--- config.mk ---
export PLATFORM = sky130hd
export DESIGN_NAME = device_config_bit_decode
export DESIGN_NICKNAME = d
export VERILOG_FILES = /design/src/cfg_decode_pkg.sv /design/src/device_config_bit_decode.sv
export SDC_FILE = /design/constraint.sdc
export NUM_CORES = 1
export LEC_CHECK = 0
export ABC_AREA = 1
export BUFFER_PORTS_ARGS = -buffer_cell sky130_fd_sc_hd__buf_4
export CORE_MARGIN = 5
export CORE_UTILIZATION = 44
export CTS_CLUSTER_SIZE = 28
export DETAILED_ROUTE_END_ITERATION = 16
export PLACE_DENSITY = 0.84
export SYNTH_ARGS = -nofsm -noshare
export SYNTH_HDL_FRONTEND = slang
export SYNTH_SLANG_ARGS = --single-unit
--- constraint.sdc ---
create_clock -name clk_i -period 2 [get_ports clk_i]
set_clock_uncertainty 0.05 [all_clocks]
set_input_delay 0.4 -clock clk_i [delete_from_list [all_inputs] [get_ports clk_i]]
set_output_delay 0.4 -clock clk_i [all_outputs]
set_load 0.02 [all_outputs]
--- src/cfg_decode_pkg.sv ---
`default_nettype none
package cfg_decode_pkg;
	// layout of the latched nonvolatile configuration word
	localparam int CFG_WIDTH = 16;
	localparam int GEN_CODE_PROT_BIT = 0;
	localparam int GEN_WRITE_PROT_BIT = 1;
	localparam int TWO_SPEED_BIT = 2;
	localparam int PWM_LOCK_BIT = 3;
	localparam int OSC_SEL_LSB = 4;
	localparam int CSW_MODE_LSB = 7;
	localparam int PIN_MAP_ONE_BIT = 9;
	localparam int OSC_PIN_FN_BIT = 10;
	localparam int POSC_MODE_LSB = 11;
	localparam int WDT_FORCE_BIT = 13;
	localparam int WDT_WIN_DIS_BIT = 14;
	localparam int PLL_LOCK_BIT = 15;

	// start-up oscillator selection codes
	localparam logic [2:0] OSC_FRC = 3'h0;
	localparam logic [2:0] OSC_FRC_DIVN_PLL = 3'h1;
	localparam logic [2:0] OSC_PRI = 3'h2;
	localparam logic [2:0] OSC_PRI_PLL = 3'h3;
	localparam logic [2:0] OSC_RESERVED = 3'h4;
	localparam logic [2:0] OSC_LOW_POWER_INTERNAL_RC = 3'h5;
	localparam logic [2:0] OSC_FRC_DIV16 = 3'h6;
	localparam logic [2:0] OSC_FRC_DIVN = 3'h7;

	// primary oscillator mode codes
	localparam logic [1:0] POSC_EXT_CLK = 2'h0;
	localparam logic [1:0] POSC_XT = 2'h1;
	localparam logic [1:0] POSC_HS = 2'h2;
	localparam logic [1:0] POSC_OFF = 2'h3;

	// clock switching mode
	localparam logic [1:0] CSW_BOTH_ON = 2'h0;

	// register map, byte addresses
	localparam logic [3:0] REG_CFG_WORD = 4'h0;
	localparam logic [3:0] REG_RESET_CTRL = 4'h4;
	localparam logic [3:0] REG_STATE = 4'h8;
	localparam int SOFT_WDT_BIT = 0;
	localparam int PIN_MAP_ARM_BIT = 1;
	localparam logic SOFT_WDT_RESET = 1'h0;

	// bus answers
	localparam logic [1:0] RESP_OKAY = 2'h0;
	localparam logic [1:0] RESP_DECERR = 2'h3;

	typedef enum logic [0:0] {
		START_FAST_RC = 1'b0,
		START_TARGET = 1'b1
	} startup_state_type;
endpackage
`default_nettype wire

--- src/device_config_bit_decode.sv ---
// How it works
// - general code-protect bit 0 protects all program memory; 1 unprotected
// - general write-protect bit 0 blocks program memory writes; 1 allows
// - two-speed bit 1 starts on fast RC, then switches when ready
// - pwm lock bit 1 demands key sequence for pwm writes
// - three-bit oscillator select picks the start-up clock source
// - mode 1x no switching or monitor; 01 switching; 00 both
// - one-shot bit 1 allows a single pin map reconfiguration only
// - pin function bit 1 drives clock out on second pin, unless crystal
// - primary mode: 11 off, 10 high-speed, 01 crystal, 00 external
// - forced watchdog always runs, low-power RC stays, soft bit ignored
// - unforced watchdog follows the soft enable bit, RC may stop
// - window disable bit 1 non-window mode, 0 window mode
// - pll lock enable bit drives pll lock enable
//
// The AXI4-Lite register port and the placing of the registers were chosen for this implementation.
`default_nettype none
module device_config_bit_decode #(
	parameter int ADDR_WIDTH = 4
) (
	input wire logic clk_i, // system clock
	input wire logic srst_i, // synchronous reset, high
	input wire logic [15:0] cfg_word_i, // nonvolatile configuration bits
	input wire logic target_osc_ready_i, // selected source is stable
	input wire logic pin_map_write_i, // pin map reconfiguration done
	input wire logic awvalid_i, // write address valid
	output logic awready_o, // write address ready
	input wire logic [ADDR_WIDTH-1:0] awaddr_i, // write address
	input wire logic wvalid_i, // write data valid
	output logic wready_o, // write data ready
	input wire logic [31:0] wdata_i, // write data
	input wire logic [3:0] wstrb_i, // write byte strobes
	output logic bvalid_o, // write response valid
	input wire logic bready_i, // write response ready
	output logic [1:0] bresp_o, // write response
	input wire logic arvalid_i, // read address valid
	output logic arready_o, // read address ready
	input wire logic [ADDR_WIDTH-1:0] araddr_i, // read address
	output logic rvalid_o, // read data valid
	input wire logic rready_i, // read data ready
	output logic [31:0] rdata_o, // read data
	output logic [1:0] rresp_o, // read response
	output logic code_protect_o, // program memory code protected
	output logic write_protect_o, // program memory writes blocked
	output logic [2:0] active_osc_o, // clock source in use
	output logic [2:0] target_osc_o, // user-selected source
	output logic osc_use_pll_o, // target source runs through pll
	output logic pwm_key_required_o, // pwm writes need key sequence
	output logic clock_switch_en_o, // clock switching allowed
	output logic fail_safe_en_o, // fail-safe clock monitor on
	output logic pin_map_writable_o, // pin map may be rewritten
	output logic osc_pin_clock_out_o, // second pin drives clock out
	output logic osc_pin_gpio_o, // second pin is digital io
	output logic primary_osc_en_o, // primary oscillator enabled
	output logic [1:0] primary_osc_mode_o, // primary oscillator mode
	output logic wdt_enable_o, // watchdog running
	output logic low_power_internal_rc_keep_on_o, // low-power RC must stay on
	output logic wdt_window_mode_o, // watchdog window mode
	output logic pll_lock_en_o // pll lock enable
);

	////////////////////////////////////////////////////////////////////////
	// configuration capture

	logic [15:0] cfg;
	logic [2:0] osc_sel;
	logic [1:0] csw_mode;
	logic [1:0] posc_mode;
	logic crystal_mode;

	// latch during reset
	// sampled on every rising clock edge while reset is high, so a late-settling word still lands
	always_ff @(posedge clk_i) begin
		if (srst_i) begin
			cfg <= cfg_word_i;
		end
	end

	assign osc_sel = cfg[cfg_decode_pkg::OSC_SEL_LSB +: 3];
	assign csw_mode = cfg[cfg_decode_pkg::CSW_MODE_LSB +: 2];
	assign posc_mode = cfg[cfg_decode_pkg::POSC_MODE_LSB +: 2];
	assign crystal_mode = (posc_mode == cfg_decode_pkg::POSC_XT) ||
		(posc_mode == cfg_decode_pkg::POSC_HS);

	////////////////////////////////////////////////////////////////////////
	// static decode

	assign code_protect_o = !cfg[cfg_decode_pkg::GEN_CODE_PROT_BIT];
	assign write_protect_o = !cfg[cfg_decode_pkg::GEN_WRITE_PROT_BIT];
	assign pwm_key_required_o = cfg[cfg_decode_pkg::PWM_LOCK_BIT];
	assign clock_switch_en_o = !csw_mode[1];
	assign fail_safe_en_o = (csw_mode == cfg_decode_pkg::CSW_BOTH_ON);
	assign primary_osc_mode_o = posc_mode;
	assign primary_osc_en_o = (posc_mode != cfg_decode_pkg::POSC_OFF);
	// second pin function
	// in crystal modes the pin belongs to the crystal, neither output is on
	assign osc_pin_clock_out_o = !crystal_mode &&
		cfg[cfg_decode_pkg::OSC_PIN_FN_BIT];
	assign osc_pin_gpio_o = !crystal_mode &&
		!cfg[cfg_decode_pkg::OSC_PIN_FN_BIT];
	assign wdt_window_mode_o = !cfg[cfg_decode_pkg::WDT_WIN_DIS_BIT];
	assign pll_lock_en_o = cfg[cfg_decode_pkg::PLL_LOCK_BIT];

	// reserved code guard
	// a reserved code falls back to plain fast RC rather than no clock
	always_comb begin
		target_osc_o = osc_sel;
		if (osc_sel == cfg_decode_pkg::OSC_RESERVED) begin
			target_osc_o = cfg_decode_pkg::OSC_FRC;
		end
	end

	assign osc_use_pll_o = (target_osc_o == cfg_decode_pkg::OSC_PRI_PLL) ||
		(target_osc_o == cfg_decode_pkg::OSC_FRC_DIVN_PLL);

	////////////////////////////////////////////////////////////////////////
	// two-speed start-up

	cfg_decode_pkg::startup_state_type start_state;

	always_ff @(posedge clk_i) begin
		if (srst_i) begin
			if (cfg_word_i[cfg_decode_pkg::TWO_SPEED_BIT]) begin
				start_state <= cfg_decode_pkg::START_FAST_RC;
			end else begin
				start_state <= cfg_decode_pkg::START_TARGET;
			end
		end else begin
			unique case (start_state)
				cfg_decode_pkg::START_FAST_RC: begin
					if (target_osc_ready_i) begin
						start_state <= cfg_decode_pkg::START_TARGET;
					end
				end
				cfg_decode_pkg::START_TARGET: begin
					start_state <= cfg_decode_pkg::START_TARGET;
				end
			endcase
		end
	end

	assign active_osc_o = (start_state == cfg_decode_pkg::START_FAST_RC) ?
		cfg_decode_pkg::OSC_FRC : target_osc_o;

	////////////////////////////////////////////////////////////////////////
	// pin map one-shot lock

	logic pin_map_used;

	// single reconfiguration
	// only reset clears the lock and software cannot re-arm it, so the lock is final
	always_ff @(posedge clk_i) begin
		if (srst_i) begin
			pin_map_used <= 1'b0;
		end else if (pin_map_write_i &&
			cfg[cfg_decode_pkg::PIN_MAP_ONE_BIT]) begin
			pin_map_used <= 1'b1;
		end
	end

	assign pin_map_writable_o = !pin_map_used;

	////////////////////////////////////////////////////////////////////////
	// register bus, write side

	logic aw_held;
	logic w_held;
	logic [ADDR_WIDTH-1:0] aw_addr;
	logic [31:0] w_data;
	logic [3:0] w_strb;
	logic do_write;
	logic soft_wdt;

	assign awready_o = !aw_held && !bvalid_o;
	assign wready_o = !w_held && !bvalid_o;
	assign do_write = aw_held && w_held && !bvalid_o;

	// address and data are taken in either order and paired here
	always_ff @(posedge clk_i) begin
		if (srst_i) begin
			aw_held <= 1'b0;
			aw_addr <= '0;
		end else if (awvalid_i && awready_o) begin
			aw_held <= 1'b1;
			aw_addr <= awaddr_i;
		end else if (do_write) begin
			aw_held <= 1'b0;
		end
	end

	always_ff @(posedge clk_i) begin
		if (srst_i) begin
			w_held <= 1'b0;
			w_data <= '0;
			w_strb <= '0;
		end else if (wvalid_i && wready_o) begin
			w_held <= 1'b1;
			w_data <= wdata_i;
			w_strb <= wstrb_i;
		end else if (do_write) begin
			w_held <= 1'b0;
		end
	end

	// write response, unmapped or read-only words answer decode error
	always_ff @(posedge clk_i) begin
		if (srst_i) begin
			bvalid_o <= 1'b0;
			bresp_o <= cfg_decode_pkg::RESP_OKAY;
		end else if (do_write) begin
			bvalid_o <= 1'b1;
			if (aw_addr == cfg_decode_pkg::REG_RESET_CTRL) begin
				bresp_o <= cfg_decode_pkg::RESP_OKAY;
			end else begin
				bresp_o <= cfg_decode_pkg::RESP_DECERR;
			end
		end else if (bready_i) begin
			bvalid_o <= 1'b0;
		end
	end

	// soft watchdog enable in the reset control register
	always_ff @(posedge clk_i) begin
		if (srst_i) begin
			soft_wdt <= cfg_decode_pkg::SOFT_WDT_RESET;
		end else if (do_write && w_strb[0] &&
			aw_addr == cfg_decode_pkg::REG_RESET_CTRL) begin
			soft_wdt <= w_data[cfg_decode_pkg::SOFT_WDT_BIT];
		end
	end

	////////////////////////////////////////////////////////////////////////
	// watchdog enable

	assign wdt_enable_o = cfg[cfg_decode_pkg::WDT_FORCE_BIT] || soft_wdt;
	assign low_power_internal_rc_keep_on_o = cfg[cfg_decode_pkg::WDT_FORCE_BIT] || soft_wdt;

	////////////////////////////////////////////////////////////////////////
	// register bus, read side

	logic [31:0] state_word;

	assign arready_o = !rvalid_o;
	assign state_word = {28'h0, wdt_enable_o, pin_map_used,
		start_state == cfg_decode_pkg::START_TARGET, soft_wdt};

	// one read at a time; data is registered with the valid
	always_ff @(posedge clk_i) begin
		if (srst_i) begin
			rvalid_o <= 1'b0;
			rdata_o <= '0;
			rresp_o <= cfg_decode_pkg::RESP_OKAY;
		end else if (arvalid_i && arready_o) begin
			rvalid_o <= 1'b1;
			rresp_o <= cfg_decode_pkg::RESP_OKAY;
			unique case (araddr_i)
				cfg_decode_pkg::REG_CFG_WORD: rdata_o <= {16'h0, cfg};
				cfg_decode_pkg::REG_RESET_CTRL: begin
					rdata_o <= {31'h0, soft_wdt};
				end
				cfg_decode_pkg::REG_STATE: rdata_o <= state_word;
				default: begin
					rdata_o <= '0;
					rresp_o <= cfg_decode_pkg::RESP_DECERR;
				end
			endcase
		end else if (rready_i) begin
			rvalid_o <= 1'b0;
		end
	end

	////////////////////////////////////////////////////////////////////////
	// checks

	property p_cfg_capture;
		@(posedge clk_i) disable iff (srst_i)
		$fell(srst_i) |-> cfg == $past(cfg_word_i);
	endproperty
	a_cfg_capture: assert property (p_cfg_capture)
		else $error("configuration not captured at reset release");

	property p_cfg_hold;
		@(posedge clk_i) disable iff (srst_i)
		!$past(srst_i) |-> $stable(cfg) && $stable(code_protect_o) &&
			$stable(target_osc_o);
	endproperty
	a_cfg_hold: assert property (p_cfg_hold)
		else $error("decoded configuration changed outside reset");

	property p_code_prot;
		@(posedge clk_i) disable iff (srst_i)
		$fell(srst_i) |->
			code_protect_o != $past(cfg_word_i[0]);
	endproperty
	a_code_prot: assert property (p_code_prot)
		else $error("code protect polarity wrong");

	property p_write_prot;
		@(posedge clk_i) disable iff (srst_i)
		write_protect_o |-> !cfg[cfg_decode_pkg::GEN_WRITE_PROT_BIT];
	endproperty
	a_write_prot: assert property (p_write_prot)
		else $error("write protect without cleared bit");

	property p_two_speed;
		@(posedge clk_i) disable iff (srst_i)
		start_state == cfg_decode_pkg::START_FAST_RC && target_osc_ready_i
			|=> active_osc_o == target_osc_o;
	endproperty
	a_two_speed: assert property (p_two_speed)
		else $error("no switch to target after ready");

	property p_fast_start;
		@(posedge clk_i) disable iff (srst_i)
		$fell(srst_i) && cfg[cfg_decode_pkg::TWO_SPEED_BIT] |->
			active_osc_o == cfg_decode_pkg::OSC_FRC;
	endproperty
	a_fast_start: assert property (p_fast_start)
		else $error("two-speed start not on fast RC");

	property p_no_reserved;
		@(posedge clk_i) disable iff (srst_i)
		target_osc_o != cfg_decode_pkg::OSC_RESERVED &&
			(osc_use_pll_o == (target_osc_o == cfg_decode_pkg::OSC_PRI_PLL ||
			target_osc_o == cfg_decode_pkg::OSC_FRC_DIVN_PLL));
	endproperty
	a_no_reserved: assert property (p_no_reserved)
		else $error("oscillator select decode wrong");

	property p_monitor;
		@(posedge clk_i) disable iff (srst_i)
		fail_safe_en_o |-> clock_switch_en_o;
	endproperty
	a_monitor: assert property (p_monitor)
		else $error("monitor enabled without clock switching");

	property p_one_shot;
		@(posedge clk_i) disable iff (srst_i)
		pin_map_write_i && cfg[cfg_decode_pkg::PIN_MAP_ONE_BIT] |=>
			!pin_map_writable_o [*3];
	endproperty
	a_one_shot: assert property (p_one_shot)
		else $error("pin map reopened after one-shot write");

	property p_osc_pin;
		@(posedge clk_i) disable iff (srst_i)
		crystal_mode |-> !osc_pin_clock_out_o && !osc_pin_gpio_o;
	endproperty
	a_osc_pin: assert property (p_osc_pin)
		else $error("second pin taken in crystal mode");

	property p_forced_wdt;
		@(posedge clk_i) disable iff (srst_i)
		cfg[cfg_decode_pkg::WDT_FORCE_BIT] && do_write |=>
			wdt_enable_o && low_power_internal_rc_keep_on_o;
	endproperty
	a_forced_wdt: assert property (p_forced_wdt)
		else $error("forced watchdog stopped by software");

	property p_soft_wdt;
		@(posedge clk_i) disable iff (srst_i)
		!cfg[cfg_decode_pkg::WDT_FORCE_BIT] && do_write && w_strb[0] &&
			aw_addr == cfg_decode_pkg::REG_RESET_CTRL |=>
			wdt_enable_o == $past(w_data[0]);
	endproperty
	a_soft_wdt: assert property (p_soft_wdt)
		else $error("watchdog does not follow soft enable");

endmodule
`default_nettype wire

==> results of run 1 <==
## metrics by stage
stage	hold WS [ns]	utilization	instance area [um2]	std cells	total power, mW
floorplan	0.3786	-	2026	237	1.379
global placement	0.3887	0.5730	2495	340	1.534
detailed placement	0.3981	0.5730	2495	340	1.545
CTS	0.2136	0.5977	2603	348	2.212
global route	0.1995	0.5977	2603	348	2.296
finish	0.2181	0.5977	2603	348	2.192
## power by group
group          internal, mW  switching (mW)
Sequential             1.06          0.0419
Combinational         0.169           0.250
Clock                 0.366           0.307
## layer usage
metal,track usage,vias up
met2,0.2615,69
met5,0,-
met1,0.1690,722
met4,0.07343,0
met3,0.06206,5
li1,-,831
## sequential cells by signal, summed over array words and instances (netlist names)
| name | flops |
|---|---|
| w_strb | 1 |
| rdata_o | 16 |
| rvalid_o | 1 |
| pin_map_used | 1 |
| start_state | 1 |
| soft_wdt | 1 |
| aw_addr | 4 |
| bvalid_o | 1 |
| bresp_o | 1 |
| w_data | 1 |
| aw_held | 1 |
| w_held | 1 |
| rresp_o | 1 |
| cfg | 16 |
## logic make-up (layout without fill, tap and decap cells)
logic type	after synthesis	in the layout	synth area share
flops	47	47	0.5591
compound gates	50	50	0.1302
other cells	1	16	0.001904
fa+ha+maj	1	1	0.006352
buf+inv	52	111	0.1455
simple gates	71	71	0.1569
## cells in the mapped netlist (2+ instances only)
library cell,count,share of area
nand3_1,10,0.025
dfxtp_1,31,0.32
nor2_2,2,0.0064
nand2_1,38,0.072
inv_1,18,0.034
buf_2,3,0.0076
a21oi_1,26,0.066
buf_4,21,0.080
clkbuf_1,4,0.0076
o21ai_1,3,0.0076
nor2_1,17,0.032
edfxtp_1,16,0.24
o21a_1,2,0.0076
inv_2,4,0.0076
o21ai_0,18,0.046
## final cells by class
type / count / share of cell area
Tap cell: 52 / 0.02500
Inverter: 22 / 0.03173
Multi-Input combinational cell: 138 / 0.2452
Sequential cell: 47 / 0.4231
Clock inverter: 3 / 0.01490
Clock buffer: 5 / 0.02644
Timing Repair Buffer: 81 / 0.2337
## critical path: stages, from the launching register on
cell,delay (ns)
edfxtp_1,0.42
ha_1,0.34
nor2_1,0.11
buf_4,0.14
## worst max path at each step
stage / from / end / depth (start not counted)
4_1_cts: cfg[11] / osc_pin_clock_out_o / 3
2_1_floorplan: cfg[11] / osc_pin_clock_out_o / 2
6_report: cfg[11] / osc_pin_clock_out_o / 3
3_5_place_dp: araddr_i[2] / rdata_o[14] / 6
5_1_grt: cfg[11] / osc_pin_clock_out_o / 3
3_3_place_gp: araddr_i[2] / rdata_o[11] / 6
==> summary.md, run 1 <==
| Metric | Value |
|---|---|
| Status | `finished clean` |
| Post-layout min period | `1.760 ns` |
| Max-cap violations | `0` |
| Met3 WL | `466 um` |
| Number of cells on the worst hold path | `1` |
| Share of post-route cells with drive strength above 1 | `0.3243` |
| Post-CTS Hold Fix Bufs | `0` |
| EDFF count, synth | `16` |
| Max Fclk | `568.2 MHz` |
| Crit Path Category | `reg -> out` |
| Vias in the first global route | `1586` |
| Synthesized flop and latch total | `47` |
| Min-delay src | `cfg_word_i[8]` |
| Post-CTS setup buffers | `0` |
| Ys Warns | `0` |
| Top Ports | `132` |
| FF-to-FF End | `rdata_o[14]` |
| Nets@finish | `365` |
| Distinct cells, synth | `24` |
| Grt ovf | `0` |
| Routability cong. | `0.7768` |
| Sequential Area | `1101 um2` |
| Lkg Pwr | `1.221 nW` |
| RSZ-0062 raised after global routing | `false` |
| Clock Pin Slew Worst Setup and Hold Paths | `0.08 ns` |
| GRT Total Usage | `0.1553` |
| Final setup viols | `0` |
| Detailed Route Iter0 Violations | `50` |
| Hold Path Sink | `cfg[8]` |
| Drt wl/cell | `12.84 um` |
| Post-synth top flop | `dfxtp_1` |
| R2R Setup Slk | `0.71 ns` |
| Worst skew pair latency | `0.30 ns` |
| Largest net degree at the start of global routing | `33` |
| Via count | `1627` |
| Top Metal Used | `met4` |
| Drc violations | `0` |
| Post-synthesis async set-or-reset flop share | `0` |
| TritonRoute pass-1 iters | `4` |
| Worst Slack Setup Final | `0.2400 ns` |
| Initial Util | `0.4523` |
| Fin crit share | `0.8800` |
| Core Region | `4354 um2` |
| WP data required | `1.55 ns` |
| DR vias/cell | `4.675` |
| Dpl ws | `0.4878 ns` |
| DRT met1 WL | `1727 um` |
| Slew Limit Fails | `0` |
| Initial antenna violation count | `0` |
| RR Startpoint | `rvalid_o` |
| Die area | `5914 um2` |
| CTS resizes | `0` |
| Syn Inst Count | `222` |
| Sequential share of the synthesized area | `0.5591` |
| Area delta synth->final | `32.15%` |
| Syn_area_per_cell | `8.871 um2` |
| CTS tree | `done` |
| Routed Antenna Nets | `0` |
| Multi-input gate area | `638.1 um2` |
| Port bufs | `81` |
| Crit start category | `flop` |
| Commonest cells after routing, fill and taps aside | `81 x buf_4, 38 x nand2_1, 31 x dfxtp_1` |
| Chip width | `76.90 um` |
| Filler cell count | `399` |
| Most common cell after layout, fill and taps aside | `buf_4` |
| Chip Height | `76.90 um` |
| Worst min path class | `in -> reg` |
| CTS Root Cell | `clkbuf_8` |
| Post-DP HPWL | `3414 um` |
| Clock tree sinks | `47` |
| R2R depth | `5` |
| Routed length on met2 | `2179 um` |
| CP endpoint kind | `output pin` |
| Final hold vios | `0` |
| Setup Total Neg Slack | `0 ns` |
| Num rows | `24` |
| CP Max Fanout | `3` |
| Diode count | `0` |
| H-tree levels | `2` |
| First-pass GRT wire length | `7265 um` |
| Maximum root-to-sink buffer count | `2` |
| Post-Route WL | `4470 um` |
| Cell Area, Synth | `1969 um2` |
| PwrDens | `842.4 nW/um2` |
| CP Data Arrival Time | `1.31 ns` |
| Cts bufs inserted | `5` |
| Maximum VDD drop | `0.0006321 V` |
No activity file was read; power rests on OpenSTA's default activity.
==> run 2, diff against run 1 <==
CORE_UTILIZATION = 37   (was 44)
PLACE_DENSITY = 0.75   (was 0.84)
clock period = 1.47 ns   (was 2 ns; I/O delays follow)
==> summary.md, run 2 (synthesis gave the netlist of run 1 again) <==
| Metric | Value |
|---|---|
| Total power | `3.057 mW (was 2.192 mW)` |
| Lkg Pwr | `1.269 nW (was 1.221 nW)` |
| Max Fclk | `631.8 MHz` |
| H-tree levels | `2 (unchanged)` |
| Share of post-route cells with drive strength above 1 | `0.3729 (was 0.3243)` |
| CP max stage cell | `edfxtp_1 (unchanged)` |
| Sequential Area | `1101 um2 (unchanged)` |
| CP Max Fanout | `2 (was 3)` |
| Dpl ws | `0.1153 ns (was 0.4878 ns)` |
| TritonRoute pass-1 iters | `4 (unchanged)` |
| Crit Path Category | `reg -> out (unchanged)` |
| Worst Slack Setup Final | `-0.1128 ns (was 0.2400 ns)` |
| Multi-input gate area | `680.7 um2 (was 638.1 um2)` |
| Fin crit share | `1.077` |
| Layout Cells excl Fill | `373 (was 348)` |
| DR vias/cell | `4.466 (was 4.675)` |
| Max incr delay on CP | `0.45 ns (was 0.42 ns)` |
| Chip width | `82.96 um (was 76.90 um)` |
| Chip Height | `82.96 um (was 76.90 um)` |
| Max-cap violations | `0 (unchanged)` |
| Post-Route WL | `4709 um (was 4470 um)` |
| CTS Root Cell | `clkbuf_8 (unchanged)` |
| Core Region | `5140 um2 (was 4354 um2)` |
| CP Data Arrival Time | `1.24 ns (was 1.31 ns)` |
| Nets@finish | `372 (was 365)` |
| Commonest cells after routing, fill and taps aside | `77 x buf_4, 37 x nand2_1, 31 x dfxtp_1 (was 81 x buf_4, 38 x nand2_1, 31 x dfxtp_1)` |
| Slew Limit Fails | `0 (unchanged)` |
| Drc violations | `0 (unchanged)` |
| Post-layout min period | `1.583 ns` |
| PwrDens | `1105 nW/um2 (was 842.4 nW/um2)` |
| Filler cell count | `494 (was 399)` |
| Initial antenna violation count | `0 (unchanged)` |
| Top Ports | `132 (unchanged)` |
| WP data required | `1.13 ns (was 1.55 ns)` |
| Drt wl/cell | `12.62 um (was 12.84 um)` |
| Grt ovf | `0 (unchanged)` |
| Post-DP HPWL | `3441 um (was 3414 um)` |
| Area delta synth->final | `40.47% (was 32.15%)` |
| Placed inst area | `2547 um2 (was 2495 um2)` |
| Most common cell after layout, fill and taps aside | `buf_4 (unchanged)` |
| Dpl cells | `362 (was 340)` |
| Final core utilization | `0.5382 (was 0.5977)` |
| Setup Total Neg Slack | `-0.2676 ns (was 0 ns)` |
| Clock tree sinks | `47 (unchanged)` |
| Vias in the first global route | `1564 (was 1586)` |
| Maximum root-to-sink buffer count | `2 (unchanged)` |
| Routability cong. | `0.6960 (was 0.7768)` |
| Failing checks | `setup timing` |
| Port bufs | `81 (unchanged)` |
| Largest net degree at the start of global routing | `33 (unchanged)` |
| Routed Antenna Nets | `0 (unchanged)` |
| Crit start category | `flop (unchanged)` |
| Final setup viols | `3 (was 0)` |
| Post-CTS Hold Fix Bufs | `0 (unchanged)` |
| RSZ-0062 raised after global routing | `true (was false)` |
| Via count | `1666 (was 1627)` |
| Top flop regs | `cfg x16, rdata_o x16, aw_addr x4 (unchanged)` |
| Num rows | `26 (was 24)` |
| Initial Util | `0.3832 (was 0.4523)` |
| Final Cell Area | `2766 um2 (was 2603 um2)` |
| Fin Hold WS | `0.1221 ns (was 0.2181 ns)` |
| Worst min path class | `in -> reg (unchanged)` |
| First-pass GRT wire length | `7555 um (was 7265 um)` |
| Maximum VDD drop | `0.0007173 V (was 0.0006321 V)` |
| Clock Pin Slew Worst Setup and Hold Paths | `0.09 ns (was 0.08 ns)` |
| Worst path cell trace | `ha_4 -> nor2_4 -> buf_6 (was ha_1 -> nor2_1 -> buf_4)` |
| CTS tree | `done (unchanged)` |
| Diode count | `0 (unchanged)` |
| Worst skew pair latency | `0.29 ns (was 0.30 ns)` |
| Die area | `6882 um2 (was 5914 um2)` |
| CP endpoint kind | `output pin (unchanged)` |
| Final hold vios | `0 (unchanged)` |
| Cts bufs inserted | `5 (unchanged)` |
| GRT Total Usage | `0.1331 (was 0.1553)` |
| Detailed Route Iter0 Violations | `33 (was 50)` |
| Status | `complete, but fails checks (was finished clean)` |
run 2: cell count changes in the layout (fill, tap and decap cells not counted), sizes merged:
cell  change
buf       +7
run 2: critical path: cells and delay by family, from the launching register on:
kind	cells	cell delay (ns)
flip-flops	1	0.45
adder cells (fa/ha/maj)	1	0.33
buffers and inverters	1	0.13
AND/OR/NAND/NOR	1	0.04
run 2: final timing paths:
path	cells past startpoint	to	start	slack, ns
worst min-delay path	1	cfg[4]	cfg_word_i[4]	0.12
worst min register to register	2	aw_addr[1]	aw_addr[1]	0.41
worst max-delay path	3	osc_pin_gpio_o	cfg[11]	-0.11
worst max register to register	5	rdata_o[6]	rvalid_o	0.29
run 2: final cells by class:
class | instances | share of cell area
clock inverter | 3 | 0.01402
timing repair buffer | 88 | 0.2537
tap | 70 | 0.03166
inverter | 22 | 0.03166
clock buffer | 5 | 0.02488
multi-input combinational | 138 | 0.2460
sequential | 47 | 0.3980
run 2: what timing repair did:
action	in CTS	in global routing
endpoints found under the setup margin	4	9
cloned	0	0
pin swaps	2	2
resized for setup	2	25
buffers inserted	2	1
endpoints found under the hold margin	0	0
run 2: per-layer routing:
| metal | share of wire | vias to the layer above | GRT usage |
|---|---|---|---|
| li1 | - | 848 | - |
| met1 | 0.39 | 741 | 0.1525 |
| met2 | 0.50 | 73 | 0.2259 |
| met3 | 0.10 | 4 | 0.04653 |
| met4 | 0.011 | 0 | 0.05349 |
| met5 | 0 | - | 0 |
run 2: power breakdown:
| part | switching, mW | leakage, nW | internal, mW | total (mW) |
|---|---|---|---|---|
| Combinational | 0.368 | 0.802 | 0.277 | 0.646 |
| Sequential | 0.0587 | 0.412 | 1.44 | 1.50 |
| Clock | 0.414 | 0.0556 | 0.498 | 0.912 |
| Total | 0.842 | 1.27 | 2.22 | 3.06 |
